--- config.mk ---
export PLATFORM = sky130hd
export DESIGN_NAME = cmpr_regs
export DESIGN_NICKNAME = d
export VERILOG_FILES = /design/src/inc/cmpr_pkg.sv /design/src/verilog/cmpr_regs.sv /design/src/verilog/cmpr_sticky.sv
export SDC_FILE = /design/constraint.sdc
export NUM_CORES = 1
export LEC_CHECK = 0
export BUFFER_PORTS_ARGS = -buffer_cell sky130_fd_sc_hd__buf_2
export CAP_MARGIN = 10
export CORE_MARGIN = 2
export CORE_UTILIZATION = 50
export CTS_BUF_LIST = sky130_fd_sc_hd__clkbuf_4
export DETAILED_ROUTE_END_ITERATION = 8
export PLACE_DENSITY = 0.94
export SLEW_MARGIN = 20
export SYNTH_ARGS = -nofsm -noshare
export SYNTH_HDL_FRONTEND = slang
export SYNTH_HIERARCHICAL = 1
export SYNTH_SLANG_ARGS = --single-unit
--- constraint.sdc ---
create_clock -name clk_i -period 3.6 [get_ports clk_i]
set_clock_uncertainty 0.15 [all_clocks]
set_input_delay 0 -clock clk_i [delete_from_list [all_inputs] [get_ports clk_i]]
set_output_delay 0 -clock clk_i [all_outputs]
set_load 0.03 [all_outputs]
--- src/inc/cmpr_pkg.sv ---
// ----------------------------------------------------------------------------
// codec misc control page register constants
// ----------------------------------------------------------------------------
package cmpr_pkg;

  // register index width; byte address on the bus is four times the index
  localparam int unsigned CMPR_IDX_W = 7;

  // ----------------------------------------------------------------------------
  // register indices; page select on either page, the rest only while page zero is active
  // ----------------------------------------------------------------------------
  localparam logic [6:0] CMPR_PAGE_SEL_IDX = 7'h00;
  localparam logic [6:0] CMPR_ADC_PATH_IDX = 7'h6B;
  localparam logic [6:0] CMPR_BYPASS_IDX = 7'h6C;
  localparam logic [6:0] CMPR_DAC_CUR_IDX = 7'h6D;
  localparam logic [6:0] CMPR_RSVD_FIRST_IDX = 7'h6E;
  localparam logic [6:0] CMPR_RSVD_LAST_IDX = 7'h7F;

  // local block, selected by the top address bit, outside the paged map
  localparam logic [6:0] CMPR_IRQ_STAT_IDX = 7'h00;
  localparam logic [6:0] CMPR_IRQ_MASK_IDX = 7'h01;

  // ----------------------------------------------------------------------------
  // field positions
  // ----------------------------------------------------------------------------
  localparam int unsigned CMPR_LEFT_COEF_BIT = 7;
  localparam int unsigned CMPR_RIGHT_COEF_BIT = 6;
  localparam int unsigned CMPR_RSVD54_LSB = 4;
  localparam int unsigned CMPR_FILT_PATH_BIT = 3;
  localparam int unsigned CMPR_DET_DIS_BIT = 2;
  localparam int unsigned CMPR_BUS_ERR_BIT = 0;
  localparam int unsigned CMPR_DAC_CUR_LSB = 6;
  localparam int unsigned CMPR_PAGE_BIT = 0;

  // bypass switch bit positions
  localparam int unsigned CMPR_BYP_L1P_BIT = 0;
  localparam int unsigned CMPR_BYP_L1M_BIT = 1;
  localparam int unsigned CMPR_BYP_L2P_BIT = 2;
  localparam int unsigned CMPR_BYP_L2M_BIT = 3;
  localparam int unsigned CMPR_BYP_R1P_BIT = 4;
  localparam int unsigned CMPR_BYP_R2P_BIT = 6;

  // ----------------------------------------------------------------------------
  // reset values
  // ----------------------------------------------------------------------------
  localparam logic [7:0] CMPR_ADC_PATH_RST = 8'h00;
  localparam logic [7:0] CMPR_BYPASS_RST = 8'h00;
  localparam logic [7:0] CMPR_DAC_CUR_RST = 8'h00;
  localparam logic CMPR_PAGE_RST = 1'b0;
  localparam logic [1:0] CMPR_IRQ_MASK_RST = 2'h0;
  localparam logic [7:0] CMPR_RSVD_READ = 8'h00;

  // dac reference current codes
  localparam logic [1:0] CMPR_DAC_CUR_DEFAULT = 2'h0;
  localparam logic [1:0] CMPR_DAC_CUR_PLUS50 = 2'h1;
  localparam logic [1:0] CMPR_DAC_CUR_RESERVED = 2'h2;
  localparam logic [1:0] CMPR_DAC_CUR_PLUS100 = 2'h3;

  // interrupt event bits
  localparam int unsigned CMPR_EVT_W = 2;
  localparam int unsigned CMPR_EVT_BUS_ERR = 0;
  localparam int unsigned CMPR_EVT_BYP_SHORT = 1;

endpackage : cmpr_pkg

--- src/verilog/cmpr_regs.sv ---
// Added by the designer: register access over Wishbone.
`timescale 1ns/100ps
// Behaviour
// - left coefficient bit: 0 default high-pass coefficients, 1 programmable ones
// - right coefficient bit: 0 default high-pass coefficients, 1 programmable ones
// - filter-path bit joins programmable filter to adc only with both dacs down
// - detect-disable bit 0 enables bus error detection and recovery; 1 disables
// - bus error flag set on detected error, cleared by reading its register
// - left bypass bits close switches from line inputs to left outputs
// - right bypass bits close switches from line inputs to right plus output
// - dac current code 00 default, 01 plus half, 11 double, 10 reserved
// - reserved page zero range reads zero; host never writes there
// - page bit 0 selects page zero, 1 selects page one for later accesses
// - page select register answers at index zero on either page
module cmpr_regs
  import cmpr_pkg::*;
(
  input wire logic clk_i,
  input wire logic rst_i,
  // classic wishbone slave
  input wire logic wb_cyc_i,
  input wire logic wb_stb_i,
  input wire logic wb_we_i,
  input wire logic [9:2] wb_adr_i,
  input wire logic [3:0] wb_sel_i,
  input wire logic [31:0] wb_dat_i,
  output logic [31:0] wb_dat_o,
  output logic wb_ack_o,
  // surrounding codec logic
  input wire logic bus_err_seen_i,
  input wire logic left_dac_powered_down_i,
  input wire logic right_dac_powered_down_i,
  // controls to filter datapath and analog switches
  output logic left_hpf_use_prog_coef_o,
  output logic right_hpf_use_prog_coef_o,
  output logic adc_to_prog_filter_o,
  output logic bus_err_detect_en_o,
  output logic bus_err_recover_o,
  output logic first_left_plus_input_bypass_o,
  output logic first_left_minus_input_bypass_o,
  output logic second_left_plus_input_bypass_o,
  output logic second_left_minus_input_bypass_o,
  output logic first_right_plus_input_bypass_o,
  output logic second_right_plus_input_bypass_o,
  output logic [1:0] dac_current_boost_o,
  output logic active_page_o,
  output logic irq_o
);

  // ----------------------------------------------------------------------------
  // bus handshake
  // ----------------------------------------------------------------------------
  logic ack_q;
  logic [31:0] rdata_q;
  logic access;
  logic wr_stb;
  logic rd_stb;
  logic [6:0] idx;
  logic local_sel;

  // a request is served exactly once, in the cycle before ack rises
  assign access = wb_cyc_i && wb_stb_i && !ack_q;
  assign wr_stb = access && wb_we_i && wb_sel_i[0];
  assign rd_stb = access && !wb_we_i;
  assign idx = wb_adr_i[8:2];
  assign local_sel = wb_adr_i[9];

  // ----------------------------------------------------------------------------
  // register state
  // ----------------------------------------------------------------------------
  logic [7:0] adc_path_q;
  logic [7:0] bypass_q;
  logic [7:0] dac_cur_q;
  logic page_q;
  logic [CMPR_EVT_W-1:0] irq_mask_q;
  logic [CMPR_EVT_W-1:0] irq_stat;
  logic bus_err_flag;

  // ----------------------------------------------------------------------------
  // address decode
  // ----------------------------------------------------------------------------
  logic hit_page;
  logic hit_adc;
  logic hit_byp;
  logic hit_dac;
  logic hit_rsvd;
  logic hit_stat;
  logic hit_mask;

  // paged registers only on page zero; page register on both pages
  always_comb
  begin
    hit_page = 1'b0;
    hit_adc = 1'b0;
    hit_byp = 1'b0;
    hit_dac = 1'b0;
    hit_rsvd = 1'b0;
    hit_stat = 1'b0;
    hit_mask = 1'b0;
    if (local_sel)
    begin
      if (idx == CMPR_IRQ_STAT_IDX)
      begin
        hit_stat = 1'b1;
      end
      else if (idx == CMPR_IRQ_MASK_IDX)
      begin
        hit_mask = 1'b1;
      end
    end
    else if (idx == CMPR_PAGE_SEL_IDX)
    begin
      hit_page = 1'b1;
    end
    else if (page_q)
    begin
      // page one coefficients live in another block: read as zero here
      hit_page = 1'b0;
    end
    else if (idx == CMPR_ADC_PATH_IDX)
    begin
      hit_adc = 1'b1;
    end
    else if (idx == CMPR_BYPASS_IDX)
    begin
      hit_byp = 1'b1;
    end
    else if (idx == CMPR_DAC_CUR_IDX)
    begin
      hit_dac = 1'b1;
    end
    else if (idx >= CMPR_RSVD_FIRST_IDX && idx <= CMPR_RSVD_LAST_IDX)
    begin
      hit_rsvd = 1'b1;
    end
  end

  // ----------------------------------------------------------------------------
  // adc path and bus condition register
  // ----------------------------------------------------------------------------
  // zero after reset
  // bits 1 and 0 are never stored: bit 1 reads zero, bit 0 is the live flag
  always_ff @(posedge clk_i)
  begin
    if (rst_i)
    begin
      adc_path_q <= CMPR_ADC_PATH_RST;
    end
    else if (wr_stb && hit_adc)
    begin
      // reserved bits 5..4 are kept as written; host should keep them zero
      adc_path_q <= {wb_dat_i[7:2], 2'b00};
    end
  end

  // ----------------------------------------------------------------------------
  // bus error detection
  // ----------------------------------------------------------------------------
  logic det_en;
  logic err_event;

  // detection enabled while bit is zero
  assign det_en = !adc_path_q[CMPR_DET_DIS_BIT];
  assign err_event = bus_err_seen_i && det_en;

  cmpr_sticky #(
    .WIDTH(1)
  ) u_err_flag (
    .clk_i(clk_i),
    .rst_i(rst_i),
    .set_i(err_event),
    .clr_i(rd_stb && hit_adc),
    .flags_o(bus_err_flag)
  );

  // detector enable and recovery pulse, one cycle after each detected error cycle
  always_ff @(posedge clk_i)
  begin
    if (rst_i)
    begin
      bus_err_detect_en_o <= 1'b1;
      bus_err_recover_o <= 1'b0;
    end
    else
    begin
      bus_err_detect_en_o <= det_en;
      bus_err_recover_o <= err_event;
    end
  end

  // ----------------------------------------------------------------------------
  // adc filter selection outputs
  // ----------------------------------------------------------------------------
  // coefficient choice matters only while the high-pass is on; the filter
  // block applies that gate, so the bits are passed as stored
  always_ff @(posedge clk_i)
  begin
    if (rst_i)
    begin
      left_hpf_use_prog_coef_o <= 1'b0;
      right_hpf_use_prog_coef_o <= 1'b0;
      adc_to_prog_filter_o <= 1'b0;
    end
    else
    begin
      left_hpf_use_prog_coef_o <= adc_path_q[CMPR_LEFT_COEF_BIT];
      right_hpf_use_prog_coef_o <= adc_path_q[CMPR_RIGHT_COEF_BIT];
      // filter only with both dacs down
      adc_to_prog_filter_o <= adc_path_q[CMPR_FILT_PATH_BIT] &&
                              left_dac_powered_down_i && right_dac_powered_down_i;
    end
  end

  // ----------------------------------------------------------------------------
  // passive bypass switches
  // ----------------------------------------------------------------------------
  logic byp_short;

  // whole byte stored, reserved bits 7 and 5 included
  always_ff @(posedge clk_i)
  begin
    if (rst_i)
    begin
      bypass_q <= CMPR_BYPASS_RST;
    end
    else if (wr_stb && hit_byp)
    begin
      bypass_q <= wb_dat_i[7:0];
    end
  end

  // the switches still close as asked; a short only raises an event since
  // the analog side cannot be protected from here
  // flag shorted input pairs
  assign byp_short = wr_stb && hit_byp &&
                     ((wb_dat_i[CMPR_BYP_L1P_BIT] && wb_dat_i[CMPR_BYP_L2P_BIT]) ||
                      (wb_dat_i[CMPR_BYP_L1M_BIT] && wb_dat_i[CMPR_BYP_L2M_BIT]) ||
                      (wb_dat_i[CMPR_BYP_R1P_BIT] && wb_dat_i[CMPR_BYP_R2P_BIT]));

  // switch drives, one flop each
  always_ff @(posedge clk_i)
  begin
    if (rst_i)
    begin
      first_left_plus_input_bypass_o <= 1'b0;
      first_left_minus_input_bypass_o <= 1'b0;
      second_left_plus_input_bypass_o <= 1'b0;
      second_left_minus_input_bypass_o <= 1'b0;
      first_right_plus_input_bypass_o <= 1'b0;
      second_right_plus_input_bypass_o <= 1'b0;
    end
    else
    begin
      first_left_plus_input_bypass_o <= bypass_q[CMPR_BYP_L1P_BIT];
      first_left_minus_input_bypass_o <= bypass_q[CMPR_BYP_L1M_BIT];
      second_left_plus_input_bypass_o <= bypass_q[CMPR_BYP_L2P_BIT];
      second_left_minus_input_bypass_o <= bypass_q[CMPR_BYP_L2M_BIT];
      first_right_plus_input_bypass_o <= bypass_q[CMPR_BYP_R1P_BIT];
      second_right_plus_input_bypass_o <= bypass_q[CMPR_BYP_R2P_BIT];
    end
  end

  // ----------------------------------------------------------------------------
  // dac current adjustment
  // ----------------------------------------------------------------------------
  logic [1:0] dac_code;

  // stored as written so a read shows what the host wrote
  always_ff @(posedge clk_i)
  begin
    if (rst_i)
    begin
      dac_cur_q <= CMPR_DAC_CUR_RST;
    end
    else if (wr_stb && hit_dac)
    begin
      dac_cur_q <= wb_dat_i[7:0];
    end
  end

  assign dac_code = dac_cur_q[CMPR_DAC_CUR_LSB +: 2];

  // reserved code falls back to default
  always_ff @(posedge clk_i)
  begin
    if (rst_i)
    begin
      dac_current_boost_o <= CMPR_DAC_CUR_DEFAULT;
    end
    else if (dac_code == CMPR_DAC_CUR_RESERVED)
    begin
      dac_current_boost_o <= CMPR_DAC_CUR_DEFAULT;
    end
    else
    begin
      dac_current_boost_o <= dac_code;
    end
  end

  // ----------------------------------------------------------------------------
  // page select
  // ----------------------------------------------------------------------------
  // page bit from bit zero
  always_ff @(posedge clk_i)
  begin
    if (rst_i)
    begin
      page_q <= CMPR_PAGE_RST;
    end
    else if (wr_stb && hit_page)
    begin
      page_q <= wb_dat_i[CMPR_PAGE_BIT];
    end
  end

  // follows the page flop by one cycle
  always_ff @(posedge clk_i)
  begin
    if (rst_i)
    begin
      active_page_o <= CMPR_PAGE_RST;
    end
    else
    begin
      active_page_o <= page_q;
    end
  end

  // ----------------------------------------------------------------------------
  // interrupts
  // ----------------------------------------------------------------------------
  logic [CMPR_EVT_W-1:0] evt;

  assign evt[CMPR_EVT_BUS_ERR] = err_event;
  assign evt[CMPR_EVT_BYP_SHORT] = byp_short;

  // status clears on read of its register; a new event in that cycle stays
  cmpr_sticky #(
    .WIDTH(CMPR_EVT_W)
  ) u_irq_stat (
    .clk_i(clk_i),
    .rst_i(rst_i),
    .set_i(evt),
    .clr_i(rd_stb && hit_stat),
    .flags_o(irq_stat)
  );

  // mask: a one lets the matching status bit reach the interrupt line
  always_ff @(posedge clk_i)
  begin
    if (rst_i)
    begin
      irq_mask_q <= CMPR_IRQ_MASK_RST;
    end
    else if (wr_stb && hit_mask)
    begin
      irq_mask_q <= wb_dat_i[CMPR_EVT_W-1:0];
    end
  end

  // registered level, one cycle behind the status bits
  always_ff @(posedge clk_i)
  begin
    if (rst_i)
    begin
      irq_o <= 1'b0;
    end
    else
    begin
      irq_o <= |(irq_stat & irq_mask_q);
    end
  end

  // ----------------------------------------------------------------------------
  // read mux and acknowledge
  // ----------------------------------------------------------------------------
  logic [7:0] rd_byte;

  // unmapped indices and the other page read zero
  always_comb
  begin
    rd_byte = 8'h00;
    if (hit_page)
    begin
      rd_byte = {7'h00, page_q};
    end
    else if (hit_adc)
    begin
      rd_byte = {adc_path_q[7:2], 1'b0, bus_err_flag};
    end
    else if (hit_byp)
    begin
      rd_byte = bypass_q;
    end
    else if (hit_dac)
    begin
      rd_byte = dac_cur_q;
    end
    else if (hit_rsvd)
    begin
      rd_byte = CMPR_RSVD_READ;
    end
    else if (hit_stat)
    begin
      rd_byte = {{(8 - CMPR_EVT_W){1'b0}}, irq_stat};
    end
    else if (hit_mask)
    begin
      rd_byte = {{(8 - CMPR_EVT_W){1'b0}}, irq_mask_q};
    end
  end

  // ack one cycle after the request, dropped the cycle after
  always_ff @(posedge clk_i)
  begin
    if (rst_i)
    begin
      ack_q <= 1'b0;
      rdata_q <= 32'h0000_0000;
    end
    else
    begin
      ack_q <= access;
      if (rd_stb)
      begin
        rdata_q <= {24'h00_0000, rd_byte};
      end
    end
  end

  assign wb_ack_o = ack_q;
  assign wb_dat_o = rdata_q;

endmodule : cmpr_regs

--- src/verilog/cmpr_sticky.sv ---
`timescale 1ns/100ps
// ----------------------------------------------------------------------------
// sticky flag bank: set by hardware, cleared as a group by a read strobe
// ----------------------------------------------------------------------------
module cmpr_sticky
#(
  parameter int unsigned WIDTH = 1
)
(
  input wire logic clk_i,
  input wire logic rst_i,
  input wire logic [WIDTH-1:0] set_i,
  input wire logic clr_i,
  output logic [WIDTH-1:0] flags_o
);

  // a zero-width bank has nothing to hold
  if (WIDTH < 1)
  begin : g_bad_width
    $error("cmpr_sticky: WIDTH must be at least 1");
  end

  // one flop per flag; a set in the clearing cycle survives the clear
  for (genvar i = 0; i < WIDTH; i++)
  begin : g_flag
    always_ff @(posedge clk_i)
    begin
      if (rst_i)
      begin
        flags_o[i] <= 1'b0;
      end
      else if (set_i[i])
      begin
        flags_o[i] <= 1'b1;
      end
      else if (clr_i)
      begin
        flags_o[i] <= 1'b0;
      end
    end
  end

endmodule : cmpr_sticky
==> results of run 1 <==
## power groups by stage
stage	registers [W]	clock network, W	logic (W)
floorplan	0.000596	0	0.0000899
global placement	0.000593	0	0.000101
detailed placement	0.000593	0	0.000103
CTS	0.000581	0.000349	0.000120
global route	0.000582	0.000371	0.000132
finish	0.000581	0.000352	0.000125
## area by class of cell
type                       instances  area, um^2  area share (%)
clock buffer                       5       37.54           1.313
inverter                           5       18.77          0.6565
tap                               54       67.56           2.363
sequential                        52        1041           36.41
multi-input combinational        202        1167           40.83
clock inverter                     3       46.29           1.619
timing repair buffer              72       480.5           16.81
## flip-flops by register name, indices dropped and copies added, names as in the netlist, 2 cells and up
signal and flops:
wb_dat_o 8, adc_path_q 6, u_irq_stat/flags_o 2, bypass_q 8
dac_cur_q 8, irq_mask_q 2, dac_current_boost_o 2
## layer usage
layer / global-route usage [%] / part of all wire (%) / vias to the layer above
met2: 38.24 / 48 / 119
li1: - / - / 1056
met1: 28.39 / 41 / 1085
met4: 10.49 / 2.7 / 0
met5: 0 / 0 / -
met3: 5.939 / 8.1 / 15
## logic make-up after synthesis
family	Yosys count	share of synthesized area, %
mux	9	4.092
flops	52	43.65
other cells	1	0.1572
compound gates	70	16.26
simple gates	99	24.13
buf+inv	44	11.70
## critical path, cell delays in order
cell,delay [ps]
dlygate4sd3_1,540
buf_2,150
nor2_1,230
dlygate4sd3_1,610
nand3_1,90
dlygate4sd3_1,600
o21ai_0,160
a21oi_1,80
dlygate4sd3_1,590
## through the flow
step                cells  utilization [%]  hold WS (ps)
floorplan             298                -        -87.56
CTS                   393            61.10         6.483
global placement      361            54.15         117.3
finish                393            61.34         6.963
detailed placement    361            54.15         125.1
global route          393            61.34         13.89
## path summary, 6_finish.rpt
kind / from / to / slack, ps / depth (start not counted)
setup / recovery: wb_adr_i[4] / page_q$_SDFFE_PP0P_ / 710 / 9
hold / removal: wb_adr_i[8] / adc_path_q[4]$_SDFFE_PP0P_ / 7 / 5
setup reg to reg: page_q$_SDFFE_PP0P_ / dac_cur_q[7]$_SDFFE_PP0P_ / 1240 / 5
hold reg to reg: adc_path_q[2]$_SDFFE_PP0P_ / bus_err_detect_en_o$_SDFF_PP1_ / 290 / 1
## cells in the mapped netlist (2+ instances only)
cell type and n:
a21oi_1 28, a22oi_1 2, a31oi_1 5, and2_1 3, and3_1 2, buf_2 4
buf_4 25, buf_6 2, clkbuf_1 8, dfxtp_1 52, inv_1 5, mux2_2 6
mux2i_1 3, nand2_1 9, nand2b_1 4, nand3_1 40, nand3b_1 2, nor2_1 9
nor2b_1 12, nor3_1 4, nor3_2 2, o21ai_0 16, o21ai_1 11, o22ai_1 2
or3_1 3
## layout by cell type (no fill, tap or decap), types with 2 or more instances in the layout
| cell type | count |
|---|---|
| a21oi_1 | 28 |
| a22oi_1 | 2 |
| a31oi_1 | 5 |
| and2_1 | 3 |
| and3_1 | 2 |
| buf_2 | 48 |
| clkbuf_4 | 5 |
| conb_1 | 24 |
| dfxtp_1 | 52 |
| dlygate4sd3_1 | 24 |
| inv_1 | 5 |
| mux2_2 | 6 |
| mux2i_1 | 3 |
| nand2_1 | 9 |
| nand2b_1 | 4 |
| nand3_1 | 40 |
| nand3b_1 | 2 |
| nor2_1 | 9 |
| nor2b_1 | 12 |
| nor3_1 | 2 |
| nor3_2 | 3 |
| o21ai_0 | 16 |
| o21ai_1 | 11 |
| o22ai_1 | 2 |
| or3_1 | 3 |
## timing repair
item | 4_1_cts | 5_1_grt
hold endpoints to repair | 33 | 0
endpoints found under the setup margin | 0 | 0
hold buffers | 24 | 0
==> impl_results.md, run 1 <==
* Run status: completed
* Mapped Area at roughly 0.0024 mm^2
* Area post-placement at 0.002524 mm^2
* Comb power frac at 11.8%
* Setup slack after layout at about 710 ps
* H-tree levels at 2
* RD Place Congestion at 0.8776
* TritonCTS buffer count at 5
* Hold Vio Cnt, Final at 0
* Top FF cell, synth: dfxtp_1
* Critical Path End Type: register
* Clock sinks at 52
* # setup viols final at 0
* Top Ports at 100
* Top cell type's share of synthesized area at 43.65%
* RSZ-0062 raised after global routing: no
* Area grow syn2layout at 19.88%
* Fillers at 386
* Clk root buf: clkbuf_4
* Nature of the critical path startpoint: primary input
* Switching Share at 27.59%
* Vias per cell at 5.789
* Clk pwr share at 33.3%
* Tcrit/Tclk final at between 80% and 90%
* Crit path DAT at 3040 ps
* Synth cell types at 41
* P_int at between 0.0007 and 0.0008 W
* CP required at roughly 3800 ps
* Power per cell area at 370.1 mW/mm^2
* Total power at 0.001058 W
* Routed Wire Length at 6158 um
* Total negative setup slack at 0 ps
* HPWL Detailed at between 3000 and 4000 um
* Post-route DRC at 0
* Initial Util at 51.17%
* Total GRT Usage at a little under a quarter
* Final ANT Viol Nets at 0
* N_diodes at 0
* Max Slew Vio Count at 0
* DR vias at 2275
* Headroom to the max-slew limit at 41.50%
* Seq pwr share at 54.9%
* FF+latch count, synth at 52
* CTS tree: built
* Die boundary width at 73.06 um
* Top cells by area, synth: dfxtp_1, nand3_1, buf_4
* Setup WS pre-CTS at 1329 ps
* WS Path Type: in2reg
* Post-synth EDFFs at 0
* Largest net degree at the start of global routing at 51
* Port-buffer cells at 48
* Cell taking the most area after synthesis: dfxtp_1
* Min cycle time layout at 2895 ps
* Drt first pass iters at 7
* Static leakage at 1.133 nW
* Max Buffers Root-to-Sink at 2
* Mean Syn Cell Area at between 8 and 9 um^2
* Asr flop ratio synth at 0%
* Core footprint at 0.004661 mm^2
* Fmax at around 350 MHz
* Setup Buffers After CTS at 0
* Final net count at 390
* Maximum vdd drop at roughly 0.00015 V
* Clk_lat worst skew at 400 ps
* Layout cells sized above 1 at around a fifth
* Final Instance Area at between 0.002 and 0.003 mm^2
* Vias in the first global route at 2054
* Seq/Total Area, Yosys at 43.65%
* Die Height at roughly 73 um
* Min-Delay Path Class: in2reg
* Initial antenna violation count at 0
* Post-CTS sizing at 0
* Die area at 0.005338 mm^2
* DRT iter0 DRCs at 292
* Avg WL per Cell at 15.67 um
* Std-Cell Rows at 25
* Sw Pwr at 0.0002919 W
* Grt total ovfl at 0
* Tightest Pin Transition at 877.5 ps
* Max_cap viols at 0
* Clock input transition at the sequential cells of the worst setup and hold paths at 160 ps
* Mapped Cells at around 280
* CP Max Fanout at 4
* Global-route wire length before repair at 9639 um
* Warning count from the yosys run at 6
No activity file was read; power rests on OpenSTA's default activity.
==> inputs of run 2 (changes only) <==
Settings changed: CORE_UTILIZATION 50 to 49, PLACE_DENSITY 0.94 to 0.93.
Clock period 3.6 ns to 2.7 ns, I/O delays scaled along.
==> run 2 against run 1 <==
Clock power increased by 7.4%; worst setup slack got worse by 590 ps; critical path depth down 1; cell count is 4.3% higher; sequential share of layout area decreased by 0.25 points; critical endpoint is now irq_mask_q[0]$_SDFFE_PP0P_; sequential cell count is the same.
==> impl_results.md, run 2 (synthesized netlist as in run 1, its figures left out) <==
* Die area at roughly 0.0054 mm^2
* Port-buffer cells at 48
* Commonest cells after routing, fill and taps aside: dfxtp_1, buf_2, nand3_1, a21oi_1, dlygate4sd3_1
* Post-CTS sizing at 0
* Drt first pass iters at 5
* CTS tree: built
* Worst r2r src: page_q$_SDFFE_PP0P_
* RSZ-0062 raised after global routing: no
* Hold Vio Cnt, Final at 0
* WHS Path Cells at 5
* Critical Path Start: wb_we_i
* Die Height at roughly 74 um
* Largest net degree at the start of global routing at 51
* Final Instance Area at 0.002879 mm^2
* Fmax at ~390 MHz
* Run status: completed
* Post-route DRC at 0
* FF/Latch Area at 0.001041 mm^2
* Grt total ovfl at 0
* HPWL Detailed at 3867 um
* Max_cap viols at 0
* # setup viols final at 0
* TritonCTS buffer count at 5
* R2r setup slk at 260 ps
* Min cycle time layout at 2587 ps
* Hold endpoint: page_q$_SDFFE_PP0P_
* Max Buffers Root-to-Sink at 2
* Vias per cell at about 5.6
* Global-route wire length before repair at 9404 um
* Min-Delay Path Class: in2reg
* Area post-placement at between 0.002 and 0.003 mm^2
* Final net count at 394
* Max Slew Vio Count at 0
* Initial Util at 50.49%
* Tightest Pin Transition at 864.5 ps
* Area grow syn2layout at 20.72%
* DR vias at 2313
* Total GRT Usage at 22.16%
* Clk root buf: clkbuf_4
* Std-Cell Rows at 25
* DRT iter0 DRCs at 342
* Critical Path End Type: register
* Clock input transition at the sequential cells of the worst setup and hold paths at 150 ps
* Die boundary width at 73.77 um
* Power per cell area at roughly 460 mW/mm^2
* Nature of the critical path startpoint: primary input
* Avg WL per Cell at between 10 and 15 um
* H-tree levels at 2
* Layout cells sized above 1 at 20.70%
* Most common cell after layout, fill and taps aside: dfxtp_1
* Final ANT Viol Nets at 0
* CP required at 2860 ps
* Routed Wire Length at 6050 um
* Area of the multi-input gates at 0.001156 mm^2
* Setup Buffers After CTS at 0
* WS Path Type: in2reg
* Worst R2R Path Depth at 6
* Maximum vdd drop at between 0.0002 and 0.00025 V
* RD Place Congestion at 0.8573
* Vias in the first global route at 2066
* R2R Path End: wb_dat_o[7]$_SDFFE_PP0P_
* Core footprint at 0.004723 mm^2
* Headroom to the max-slew limit at 42.37%
* Clk_lat worst skew at 380 ps
* Clock sinks at 52
* CP Max Fanout at 10
* Crit path DAT at 2740 ps
* Total negative setup slack at 0 ps
* Top Ports at 100
* N_diodes at 0
* Initial antenna violation count at 0
* Fillers at 373
* Tcrit/Tclk final at 95.82%
* Static leakage at 1.116 nW
* Hold path startpoint: wb_adr_i[6]
==> run 2: where the power goes <==
part | internal (W) | total [W] | switching, W | leakage (nW)
combinational | 0.0000504 | 0.000166 | 0.000116 | 0.661
sequential | 0.000772 | 0.000775 | 0.00000275 | 0.420
clock | 0.000109 | 0.000378 | 0.000269 | 0.0358
==> run 2: what timing repair did <==
item	4_1_cts	5_1_grt
hold buffers	26	0
hold endpoints to repair	31	0
endpoints found under the setup margin	0	0
==> run 2: how the worst max path moves through the flow <==
stage / to / slack (ps) / cells past startpoint
2_1_floorplan: u_irq_stat/flags_o[1]$_SDFFE_PP0P_ / 1030 / 7
3_3_place_gp: u_irq_stat/flags_o[1]$_SDFFE_PP0P_ / 880 / 5
3_5_place_dp: dac_cur_q[0]$_SDFFE_PP0P_ / 830 / 4
4_1_cts: irq_mask_q[0]$_SDFFE_PP0P_ / 270 / 8
5_1_grt: irq_mask_q[0]$_SDFFE_PP0P_ / 40 / 8
6_report: irq_mask_q[0]$_SDFFE_PP0P_ / 110 / 8
==> run 2: metal layers <==
layer / GRT usage [%] / vias to the layer above / wire length [um]
li1: - / 1070 / -
met1: 27.17 / 1034 / 2394
met2: 37.40 / 182 / 2870
met3: 3.841 / 27 / 601
met4: 10.51 / 0 / 184
met5: 0 / - / 0
==> run 2: per-stage QoR <==
step	total power, W	setup WS, ps	hold slack, ps	util (%)	cells
after global routing	0.001359	36.12	26.35	60.95	410
after floorplan	0.0009148	1033	-87.56	-	298
final	0.001319	113.0	11.65	60.95	410
after global placement	0.0009267	877.0	115.9	54.09	376
after CTS	0.001307	273.2	2.903	60.95	410
after detailed placement	0.0009289	828.3	138.9	54.09	376
==> run 2: critical path, cell delays in order <==
cell and delay [ps]:
dlygate4sd3_1 550, buf_2 140, nand2_1 70, dlygate4sd3_1 610
nor3_2 510, nand3_1 130, dlygate4sd3_1 590, a21oi_1 140
==> run 2: area by class of cell <==
| type | instances | area share [%] |
|---|---|---|
| inverters | 5 | 0.6519 |
| clock buffers | 5 | 1.304 |
| multi-input cells | 202 | 40.16 |
| repair buffers | 76 | 17.91 |
| well taps | 67 | 2.912 |
| flip-flops and latches | 52 | 36.16 |
| clock inverters | 3 | 0.9126 |
